<file path="config.mk">
export PLATFORM = sky130hd
export DESIGN_NAME = efpc_regs
export DESIGN_NICKNAME = d
export VERILOG_FILES = /design/src/inc/efpc_pkg.sv /design/src/design/efpc_edge_det.sv /design/src/design/efpc_pat_clear.sv /design/src/design/efpc_regs.sv
export SDC_FILE = /design/constraint.sdc
export NUM_CORES = 1
export LEC_CHECK = 0
export ABC_AREA = 1
export BUFFER_PORTS_ARGS = -buffer_cell sky130_fd_sc_hd__clkbuf_2
export CAP_MARGIN = 5
export CORE_MARGIN = 2
export CORE_UTILIZATION = 45
export DETAILED_ROUTE_END_ITERATION = 16
export GPL_ROUTABILITY_DRIVEN = 0
export MAX_ROUTING_LAYER = met4
export PLACE_DENSITY = 0.76
export SETUP_SLACK_MARGIN = 0.1
export SLEW_MARGIN = 20
export SYNTH_ARGS = -nofsm -noshare
export SYNTH_HDL_FRONTEND = slang
export SYNTH_SLANG_ARGS = --single-unit
</file>
<file path="constraint.sdc">
create_clock -name clk_sys_i -period 1.9 [get_ports clk_sys_i]
set_input_delay 0.57 -clock clk_sys_i [delete_from_list [all_inputs] [get_ports clk_sys_i]]
set_output_delay 0.57 -clock clk_sys_i [all_outputs]
set_load 0.05 [all_outputs]
</file>
<file path="src/inc/efpc_pkg.sv">
package efpc_pkg;

    // ------------------------------------------------------------
    // register offsets
    // ------------------------------------------------------------
    localparam logic [7:0] EFPC_OFS_IRQ_EN_0   = 8'h04;
    localparam logic [7:0] EFPC_OFS_IRQ_EN_1   = 8'h05;
    localparam logic [7:0] EFPC_OFS_EVT_0      = 8'h06;
    localparam logic [7:0] EFPC_OFS_EVT_1      = 8'h07;
    localparam logic [7:0] EFPC_OFS_CLK_RX     = 8'h08;
    localparam logic [7:0] EFPC_OFS_LOOP_0     = 8'h0a;
    localparam logic [7:0] EFPC_OFS_LOOP_1     = 8'h0c;

    // ------------------------------------------------------------
    // reset values
    // ------------------------------------------------------------
    localparam logic [7:0] EFPC_RST_IRQ_EN     = 8'h00;
    localparam logic [7:0] EFPC_RST_EVT        = 8'h00;
    localparam logic [7:0] EFPC_RST_CLK_RX     = 8'h37;
    localparam logic [7:0] EFPC_RST_LOOP_0     = 8'h40;
    localparam logic [7:0] EFPC_RST_LOOP_1     = 8'hd1;

    // ------------------------------------------------------------
    // implemented bit masks of the flag registers
    // ------------------------------------------------------------
    localparam logic [7:0] EFPC_MSK_EVT_0      = 8'hf7;
    localparam logic [7:0] EFPC_MSK_EVT_1      = 8'h1c;

    // ------------------------------------------------------------
    // field positions
    // ------------------------------------------------------------
    localparam int EFPC_B_LOOP_LOST    = 7;
    localparam int EFPC_B_LOOP_LOCK    = 6;
    localparam int EFPC_B_SYNC_LOST    = 5;
    localparam int EFPC_B_SYNC_LOCK    = 4;
    localparam int EFPC_B_FIFO_ALIGNED = 2;
    localparam int EFPC_B_FIFO_WARN_1  = 1;
    localparam int EFPC_B_FIFO_WARN_2  = 0;
    localparam int EFPC_B_PAT_PASS     = 4;
    localparam int EFPC_B_PAT_FAIL_AC  = 3;
    localparam int EFPC_B_PAT_FAIL_ST  = 2;
    localparam int EFPC_B_CLK_DUTY     = 7;
    localparam int EFPC_B_REF_DUTY     = 6;
    localparam int EFPC_B_CLK_CROSS    = 5;
    localparam int EFPC_B_REF_CROSS    = 4;
    localparam int EFPC_B_LOOP_EN      = 7;
    localparam int EFPC_B_BAND_MANUAL  = 6;
    localparam int EFPC_B_BAND_HI      = 5;
    localparam int EFPC_B_BW_HI        = 7;
    localparam int EFPC_B_BW_LO        = 5;

    // ------------------------------------------------------------
    // timing counts
    // ------------------------------------------------------------
    localparam logic [3:0] EFPC_PAIRS_TO_CLEAR = 4'h8;

endpackage : efpc_pkg

</file>
<file path="src/design/efpc_edge_det.sv">
module efpc_edge_det
    import efpc_pkg::*;
(
    // clock and reset
    input  wire logic       clk_sys_i,
    input  wire logic       rstn_i,
    // level in, pulses out
    input  wire logic [1:0] level_i,
    output logic      [1:0] rise_o,
    output logic      [1:0] fall_o
);
    // ------------------------------------------------------------
    // edge detection of lock levels
    // ------------------------------------------------------------
    logic [1:0] level_ff;

    always_ff @(posedge clk_sys_i) begin
        if (!rstn_i) begin
            level_ff <= 2'h0;
        end else begin
            level_ff <= level_i;
        end
    end

    // a loss is only reported after a lock was seen, so no fall at reset
    assign rise_o = level_i & ~level_ff;
    assign fall_o = ~level_i & level_ff;

endmodule : efpc_edge_det

</file>
<file path="src/design/efpc_pat_clear.sv">
module efpc_pat_clear
    import efpc_pkg::*;
(
    // clock and reset
    input  wire logic clk_sys_i,
    input  wire logic rstn_i,
    // checker results per i/q pair
    input  wire logic pair_ok_i,
    input  wire logic pair_bad_i,
    // eight good pairs in a row
    output logic      run_done_o
);
    // ------------------------------------------------------------
    // consecutive good pair counter
    // ------------------------------------------------------------
    logic [3:0] run_ff;

    always_ff @(posedge clk_sys_i) begin
        if (!rstn_i) begin
            run_ff <= 4'h0;
        end else if (pair_bad_i) begin
            run_ff <= 4'h0;
        end else if (pair_ok_i && run_ff != EFPC_PAIRS_TO_CLEAR) begin
            run_ff <= run_ff + 4'h1;
        end
    end

    // pulses once when the run reaches eight
    assign run_done_o = pair_ok_i && !pair_bad_i && (run_ff == EFPC_PAIRS_TO_CLEAR - 4'h1);

endmodule : efpc_pat_clear

</file>
<file path="src/design/efpc_regs.sv">
module efpc_regs
    import efpc_pkg::*;
(
    // clock and reset
    input  wire logic       clk_sys_i,
    input  wire logic       rstn_i,
    // register port (from serial port decoder)
    input  wire logic       reg_wr_i,
    input  wire logic       reg_rd_i,
    input  wire logic [7:0] reg_addr_i,
    input  wire logic [7:0] reg_wdata_i,
    output logic      [7:0] reg_rdata_o,
    // event sources
    input  wire logic       loop_locked_i,
    input  wire logic       sync_locked_i,
    input  wire logic       fifo_aligned_i,
    input  wire logic [1:0] fifo_distance_i,
    input  wire logic       pair_ok_i,
    input  wire logic       pair_bad_i,
    // controls
    output logic            clk_duty_corr_o,
    output logic            ref_duty_corr_o,
    output logic            clk_cross_corr_o,
    output logic            ref_cross_corr_o,
    output logic      [3:0] clk_rx_trim_o,
    output logic            loop_enable_o,
    output logic            band_manual_o,
    output logic      [5:0] loop_oscillator_band_o,
    output logic      [2:0] loop_bandwidth_o,
    output logic      [4:0] loop_trim_o,
    // interrupt
    output logic            irq_o
);
    // ------------------------------------------------------------
    // storage
    // ------------------------------------------------------------
    logic [7:0] irq_en_0_ff;
    logic [7:0] irq_en_1_ff;
    logic [7:0] evt_0_ff;
    logic [7:0] evt_1_ff;
    logic [7:0] clk_rx_ff;
    logic [7:0] loop_0_ff;
    logic [7:0] loop_1_ff;
    logic [7:0] rdata_ff;
    logic       irq_ff;
    logic [7:0] nxt_evt_0;
    logic [7:0] nxt_evt_1;
    logic [7:0] set_0;
    logic [7:0] set_1;
    logic [7:0] clr_0;
    logic [7:0] clr_1;
    logic [1:0] rise;
    logic [1:0] fall;
    logic       run_done;

    // ------------------------------------------------------------
    // event sources
    // ------------------------------------------------------------
    efpc_edge_det u_edge (
        .clk_sys_i (clk_sys_i),
        .rstn_i    (rstn_i),
        .level_i   ({loop_locked_i, sync_locked_i}),
        .rise_o    (rise),
        .fall_o    (fall)
    );

    efpc_pat_clear u_pat (
        .clk_sys_i  (clk_sys_i),
        .rstn_i     (rstn_i),
        .pair_ok_i  (pair_ok_i),
        .pair_bad_i (pair_bad_i),
        .run_done_o (run_done)
    );

    always_comb begin
        set_0 = 8'h00;
        set_0[EFPC_B_LOOP_LOST]    = fall[1];
        set_0[EFPC_B_LOOP_LOCK]    = rise[1];
        set_0[EFPC_B_SYNC_LOST]    = fall[0];
        set_0[EFPC_B_SYNC_LOCK]    = rise[0];
        set_0[EFPC_B_FIFO_ALIGNED] = fifo_aligned_i;
        set_0[EFPC_B_FIFO_WARN_1]  = (fifo_distance_i == 2'h1);
        set_0[EFPC_B_FIFO_WARN_2]  = (fifo_distance_i == 2'h2);
        set_1 = 8'h00;
        set_1[EFPC_B_PAT_PASS]     = pair_ok_i;
        set_1[EFPC_B_PAT_FAIL_AC]  = pair_bad_i;
        set_1[EFPC_B_PAT_FAIL_ST]  = pair_bad_i;
    end

    // ------------------------------------------------------------
    // write-one-to-clear, set wins over clear
    // ------------------------------------------------------------
    always_comb begin
        clr_0 = (reg_wr_i && reg_addr_i == EFPC_OFS_EVT_0) ? reg_wdata_i : 8'h00;
        clr_1 = (reg_wr_i && reg_addr_i == EFPC_OFS_EVT_1) ? reg_wdata_i : 8'h00;
        clr_1[EFPC_B_PAT_FAIL_AC] = clr_1[EFPC_B_PAT_FAIL_AC] | run_done;
        nxt_evt_0 = ((evt_0_ff & ~clr_0) | set_0) & EFPC_MSK_EVT_0;
        nxt_evt_1 = ((evt_1_ff & ~clr_1) | set_1) & EFPC_MSK_EVT_1;
    end

    always_ff @(posedge clk_sys_i) begin
        if (!rstn_i) begin
            evt_0_ff <= EFPC_RST_EVT;
            evt_1_ff <= EFPC_RST_EVT;
        end else begin
            evt_0_ff <= nxt_evt_0;
            evt_1_ff <= nxt_evt_1;
        end
    end

    // ------------------------------------------------------------
    // control registers
    // ------------------------------------------------------------
    always_ff @(posedge clk_sys_i) begin
        if (!rstn_i) begin
            irq_en_0_ff <= EFPC_RST_IRQ_EN;
            irq_en_1_ff <= EFPC_RST_IRQ_EN;
            clk_rx_ff   <= EFPC_RST_CLK_RX;
            loop_0_ff   <= EFPC_RST_LOOP_0;
            loop_1_ff   <= EFPC_RST_LOOP_1;
        end else if (reg_wr_i) begin
            case (reg_addr_i)
                EFPC_OFS_IRQ_EN_0: irq_en_0_ff <= reg_wdata_i & EFPC_MSK_EVT_0;
                EFPC_OFS_IRQ_EN_1: irq_en_1_ff <= reg_wdata_i & EFPC_MSK_EVT_1;
                // low nibble stored as written; software keeps it at 0111
                EFPC_OFS_CLK_RX:   clk_rx_ff   <= reg_wdata_i;
                EFPC_OFS_LOOP_0:   loop_0_ff   <= reg_wdata_i;
                EFPC_OFS_LOOP_1:   loop_1_ff   <= reg_wdata_i;
                default: ;
            endcase
        end
    end

    // ------------------------------------------------------------
    // outputs and read back
    // ------------------------------------------------------------
    always_ff @(posedge clk_sys_i) begin
        if (!rstn_i) begin
            irq_ff <= 1'b0;
        end else begin
            irq_ff <= |(evt_0_ff & irq_en_0_ff) | |(evt_1_ff & irq_en_1_ff);
        end
    end

    // read data registered: answer one cycle after the read strobe
    always_ff @(posedge clk_sys_i) begin
        if (!rstn_i) begin
            rdata_ff <= 8'h00;
        end else if (reg_rd_i) begin
            case (reg_addr_i)
                EFPC_OFS_IRQ_EN_0: rdata_ff <= irq_en_0_ff;
                EFPC_OFS_IRQ_EN_1: rdata_ff <= irq_en_1_ff;
                EFPC_OFS_EVT_0:    rdata_ff <= evt_0_ff;
                EFPC_OFS_EVT_1:    rdata_ff <= evt_1_ff;
                EFPC_OFS_CLK_RX:   rdata_ff <= clk_rx_ff;
                EFPC_OFS_LOOP_0:   rdata_ff <= loop_0_ff;
                EFPC_OFS_LOOP_1:   rdata_ff <= loop_1_ff;
                default:           rdata_ff <= 8'h00;
            endcase
        end
    end

    assign reg_rdata_o           = rdata_ff;
    assign irq_o                 = irq_ff;
    assign clk_duty_corr_o       = clk_rx_ff[EFPC_B_CLK_DUTY];
    assign ref_duty_corr_o       = clk_rx_ff[EFPC_B_REF_DUTY];
    assign clk_cross_corr_o      = clk_rx_ff[EFPC_B_CLK_CROSS];
    assign ref_cross_corr_o      = clk_rx_ff[EFPC_B_REF_CROSS];
    assign clk_rx_trim_o         = clk_rx_ff[3:0];
    assign loop_enable_o         = loop_0_ff[EFPC_B_LOOP_EN];
    assign band_manual_o         = loop_0_ff[EFPC_B_BAND_MANUAL];
    assign loop_oscillator_band_o = loop_0_ff[EFPC_B_BAND_HI:0];
    assign loop_bandwidth_o      = loop_1_ff[EFPC_B_BW_HI:EFPC_B_BW_LO];
    assign loop_trim_o           = loop_1_ff[4:0];

endmodule : efpc_regs

</file>
==> run summary, run 1 <==
Status - finished, final reports clean
Hold Fails Final Rpt - 0
Resize count post-CTS - 0
Mapped Cells - 364
Hold_sp - u_edge.level_ff[0]$_SDFF_PN0_
Vias - 2,666
RSZ-0062 raised after global routing - no
Die H - 83.7 um
Core area - 0.00624 mm^2
Synth Register Bits - 59
Setup Fix Bufs, Post-CTS - 0
Reg2reg end - u_pat.run_ff[3]$_SDFFE_PP0P_
Tmin final - 1.60 ns
Worst setup path class - reg2out
Standard-cell rows - 29
Tot GR Track Use - 22.0%
Top Ports - 60
Root Driver - clkbuf_8
End of the worst hold path - evt_0_ff[4]$_SDFF_PN0_
Mean post-synth cell area - 7.85 um^2
CP startpoint kind - flip-flop
Max Cap Viol - 0
Fin crit share - 84.2%
Clock transition at path regs - 0.06 ns
R2r worst-path depth - 8
CP Max Fanout - 3
Detailed Route Iter0 Violations - 214
Hold buffers post-CTS - 0
Vias/cell - 5.25
Hold Path Cell Cnt - 1
Worst vdd ir - 0.378 mV
# nets final - 456
Setup TNS - 0 ns
Final clock skew - 0.00430 ns
DRT Wirelength - 7130 um
Number of diodes - 0
Net count after synthesis - 393
Overall power - 2.51 mW
CP Data Arrival Time - 1.03 ns
Initial core utilization - 45.8%
CTS tree - yes
H-tree level count - 3
IO buf count - 59
Reg2reg setup slack - 0.53 ns
Buffers plus inverters on the worst setup path - 1
Fmax - 625 MHz
Clk buf depth - 2
First-pass GRT wire length - 11,900 um
1st-pass router iterations - 4
Num CTS Buffers - 9
ANT nets after route - 0
Setup-failing EPs final - 0
Drt drc - 0
CP max stage cell - dfxtp_1
WL per Instance - 14.0 um
Slew Viols, Final - 0
Worst path cell trace - clkbuf_2
Max incr delay on CP - 0.39 ns
YS warnings - 0
Reg-to-Reg Start - u_pat.run_ff[0]$_SDFFE_PP0P_
Antenna violations before repair - 0
Worst Hold Class - reg2reg
Layout overhead on the synthesized area - 18.9%
Seq/Total Area, Yosys - 41.3%
Die W - 83.7 um
Share of cells above drive strength 1 - 29.2%
Critical Path RT - 1.33 ns
Grt ovf - 0
Clock sink total - 59
DP Wirelength - 5270 um
Post-synth cell types - 28
Slew headroom - 61.3%
Die ar. - 0.00700 mm^2
Pin count of the biggest net entering global routing - 40
Pwr Density - 738 mW/mm^2
Delay-heaviest family, CP - flip-flops
Syn Std Cell Area - 0.00286 mm^2
Tightest Pin Transition - 0.580 ns
Leak Pwr - 1.63 nW
Vias in the first global route - 2,436
Worst skew pair latency - 0.34 ns
Crit end category - output port
-- cells in the mapped netlist (all sizes together) --
master   instances  area (um^2)
nand2           84          360
dfxtp           59         1180
nand3           53          265
a21oi           42          225
o21ai           35          190
inv             34          130
nor2            27          224
o211ai          10          120
buf              9         82.6
clkbuf           3         11.3
a221oi           2         17.5
ha               2         25.0
a2111oi          1         8.76
clkinv           1         3.75
nand4            1         6.26
or2              1         6.26
-- through the flow --
step	std cells	worst slack, ns	hold WS (ns)	cell area (um^2)	util [%]
6_report	508	0.299	0.441	3400	54.5
5_1_grt	508	0.201	0.436	3400	54.5
4_1_cts	508	0.275	0.429	3400	54.5
3_5_place_dp	493	0.0394	0.433	3220	51.6
3_3_place_gp	493	0.105	0.429	3220	51.6
2_1_floorplan	364	0.338	0.423	2860	-
-- worst max-delay path by stage --
stage	slack, ns	start	cells past startpoint	end
3_5_place_dp	0.04	reg_addr_i[4]	9	irq_en_0_ff[1]$_SDFFE_PN0P_
5_1_grt	0.20	reg_addr_i[5]	9	irq_en_0_ff[0]$_SDFFE_PN0P_
3_3_place_gp	0.10	reg_addr_i[4]	9	loop_0_ff[5]$_SDFFE_PN0P_
6_report	0.30	loop_0_ff[7]$_SDFFE_PN0P_	1	loop_enable_o
2_1_floorplan	0.34	reg_addr_i[6]	9	clk_rx_ff[0]$_SDFFE_PN1P_
4_1_cts	0.27	loop_0_ff[7]$_SDFFE_PN0P_	1	loop_enable_o
-- flip-flops by register name (all words and copies together), names as in the netlist, 3 cells and up --
signal / count
evt_1_ff: 3
irq_en_0_ff: 7
irq_en_1_ff: 3
reg_rdata_o: 8
clk_rx_ff: 8
loop_0_ff: 8
evt_0_ff: 7
u_pat.run_ff: 4
loop_1_ff: 8
-- area by class of cell --
class / count / area (um^2)
well taps: 77 / 96.3
clock inverters: 1 / 7.51
fillers: 609 / 2840
clock buffers: 14 / 173
repair buffers: 64 / 358
flip-flops and latches: 59 / 1180
multi-input cells: 258 / 1450
inverters: 35 / 134
-- placed cells by master, fill, tap and decap left out --
cell / count
nand2_1: 74
dfxtp_1: 59
clkbuf_2: 59
nand3_1: 53
a21oi_1: 38
inv_1: 26
o21ai_0: 20
nor2_1: 14
clkbuf_8: 12
o21ai_1: 11
o211ai_2: 9
inv_2: 7
nor2_4: 7
nand2_2: 6
nand2_4: 4
nor2_8: 4
o21ai_2: 4
a21oi_2: 4
buf_4: 3
nor2_2: 2
a221oi_1: 2
ha_1: 2
clkbuf_1: 2
buf_12: 2
inv_4: 1
clkinv_1: 1
a2111oi_0: 1
nand4_1: 1
or2_2: 1
o211ai_1: 1
clkinvlp_4: 1
-- cell families after synthesis --
family,synth area share (%)
AOI/OAI and AO/OA,19.7
adders and majority gates,0.876
buffers and inverters,7.97
DFF,41.3
and+or+nand+nor,30.2
-- layer usage --
| layer | vias up | wire [um] | global-route usage, % |
|---|---|---|---|
| li1 | 1348 | - | - |
| met1 | 1212 | 3090 | 27.4 |
| met2 | 93 | 3420 | 33.6 |
| met3 | 13 | 467 | 5.84 |
| met4 | 0 | 144 | 9.68 |
| met5 | - | 0 | - |
-- power breakdown --
group	internal (mW)	total [mW]	switching, mW	leakage, nW
combinational	0.0610	0.192	0.131	1.06
sequential	1.26	1.28	0.0184	0.479
clock	0.574	1.04	0.466	0.0888
total	1.89	2.51	0.615	1.63
Power figures use the tool's default switching activity.
==> inputs of run 2 (changes only) <==
==> constraint.sdc (replaced) <==
create_clock -name clk_sys_i -period 1.5 [get_ports clk_sys_i]
set_input_delay 0.45 -clock clk_sys_i [delete_from_list [all_inputs] [get_ports clk_sys_i]]
set_output_delay 0.45 -clock clk_sys_i [all_outputs]
set_load 0.05 [all_outputs]
==> run summary, run 2 (same netlist as run 1, synthesis figures left out) <==
Status - finished, final reports clean
Clock transition at path regs - 0.06 ns
Finished Cell Area - 0.00379 mm^2
Net Sw Frac - 24.7%
Delay-heaviest family, CP - flip-flops
Reg-to-Reg Start - u_pat.run_ff[0]$_SDFFE_PP0P_
Max incr delay on CP - 0.38 ns
Hold Fails Final Rpt - 0
Initial core utilization - 45.8%
Standard-cell rows - 29
PnR worst setup slack - 0.113 ns
Die W - 83.7 um
Clock share of power - 39.2%
Tmin final - 1.39 ns
Worst path cell trace - buf_4
Slew headroom - 72.7%
Fmax - 721 MHz
Tot GR Track Use - 23.6%
Final clock skew - 0.00724 ns
Die ar. - 0.00700 mm^2
Fin crit share - 92.4%
Most frequent cells in the layout - nand2_1 (68), nand3_1 (53), dfxtp_1 (43)
Critical Path RT - 1.05 ns
Antenna violations before repair - 0
Share of cells above drive strength 1 - 37.0%
Dpl cells - 508
Drt drc - 0
Top Ports - 60
CP Data Arrival Time - 0.94 ns
Die H - 83.7 um
Layout overhead on the synthesized area - 32.7%
Dpl cell area - 0.00343 mm^2
RSZ-0062 raised after global routing - yes
Reg2reg setup slack - 0.18 ns
Num CTS Buffers - 9
Sequential share of power - 52.0%
Logic pwr share - 8.8%
Detailed Route Iter0 Violations - 282
Clk buf depth - 2
DP Wirelength - 5600 um
Vias - 2,847
Max Cap Viol - 0
Leak Pwr - 1.79 nW
Worst setup path class - reg2out
1st-pass router iterations - 5
ANT nets after route - 0
Pin count of the biggest net entering global routing - 25
Overall power - 3.11 mW
# nets final - 471
Pwr Density - 821 mW/mm^2
Number of diodes - 0
Int Power - 2.35 mW
Register area - 0.00120 mm^2
Area occupied by multi-input gates - 0.00148 mm^2
CP max stage cell - dfxtp_1
Vias/cell - 5.48
First-pass GRT wire length - 12,700 um
H-tree level count - 3
Hold Path Cell Cnt - 2
Root Driver - clkbuf_8
IO buf count - 59
End of the worst hold path - u_pat.run_ff[2]$_SDFFE_PP0P_
Core area - 0.00624 mm^2
Vias in the first global route - 2,671
CP Max Fanout - 3
Setup Fix Bufs, Post-CTS - 0
Buffers plus inverters on the worst setup path - 1
Layout filler cell count - 547
Worst skew pair latency - 0.34 ns
R2r worst-path depth - 8
Dpl ws - -0.159 ns
DRT Wirelength - 7770 um
Hold_sp - pair_bad_i
WL per Instance - 14.9 um
Grt ovf - 0
Tightest Pin Transition - 0.408 ns
Clock sink total - 59
CP startpoint kind - flip-flop
Sw power - 0.769 mW
CTS tree - yes
Slew Viols, Final - 0
Worst Hold Class - in2reg
Worst vdd ir - 0.526 mV
Setup-failing EPs final - 0
Reg2reg end - u_pat.run_ff[3]$_SDFFE_PP0P_
Final non-filler cell total - 520
Most common cell after layout, fill and taps aside - nand2_1
Crit end category - output port
run 2: repair_timing:
item | 4_1_cts | 5_1_grt
gates resized for setup | 52 | 23
hold buffers | 0 | 0
endpoints found under the hold margin | 0 | 0
cloned | 0 | 0
endpoints found under the setup margin | 32 | 25
run 2: power by group through the flow:
stage,sequential (mW),clock (mW),combinational [mW]
after detailed placement,1.65,0,0.270
after CTS,1.62,1.24,0.274
after global placement,1.65,0,0.267
after global routing,1.62,1.30,0.300
final,1.62,1.22,0.275
after floorplan,1.65,0,0.153
run 2: through the flow:
step | setup TNS, ns | hold WS (ns) | util, %
6_report | 0 | 0.330 | 60.8
2_1_floorplan | 0 | 0.423 | -
3_3_place_gp | -4.18 | 0.432 | 54.9
3_5_place_dp | -5.18 | 0.434 | 54.9
4_1_cts | 0 | 0.315 | 60.4
5_1_grt | 0 | 0.336 | 60.8
run 2: worst max path at each step:
stage,start,endpoint,slack (ns),cells past startpoint
4_1_cts,clk_rx_ff[4]$_SDFFE_PN1P_,ref_cross_corr_o,0.08,1
3_5_place_dp,reg_addr_i[7],reg_rdata_o[4]$_SDFFE_PN0P_,-0.16,12
5_1_grt,u_pat.run_ff[1]$_SDFFE_PP0P_,u_pat.run_ff[3]$_SDFFE_PP0P_,0.07,8
6_report,loop_0_ff[2]$_SDFFE_PN0P_,loop_oscillator_band_o[2],0.11,1
2_1_floorplan,reg_addr_i[7],clk_rx_ff[0]$_SDFFE_PN1P_,0.08,9
3_3_place_gp,reg_addr_i[7],reg_rdata_o[7]$_SDFFE_PN0P_,-0.14,10
run 2: area by class of cell:
class	count	area share (%)
sequential	59	31.7
clock buffer	12	4.09
tap	77	2.54
inverter	35	4.06
multi-input combinational	258	38.9
timing repair buffer	79	18.7
run 2: routing by layer:
layer | wire (um) | part of all wire [%] | vias up | track usage, %
met3 | 478 | 6.2 | 22 | 4.65
met5 | 0 | 0 | - | -
li1 | - | - | 1377 | -
met1 | 3330 | 43 | 1328 | 29.6
met4 | 235 | 3.0 | 0 | 11.3
met2 | 3720 | 48 | 120 | 36.6
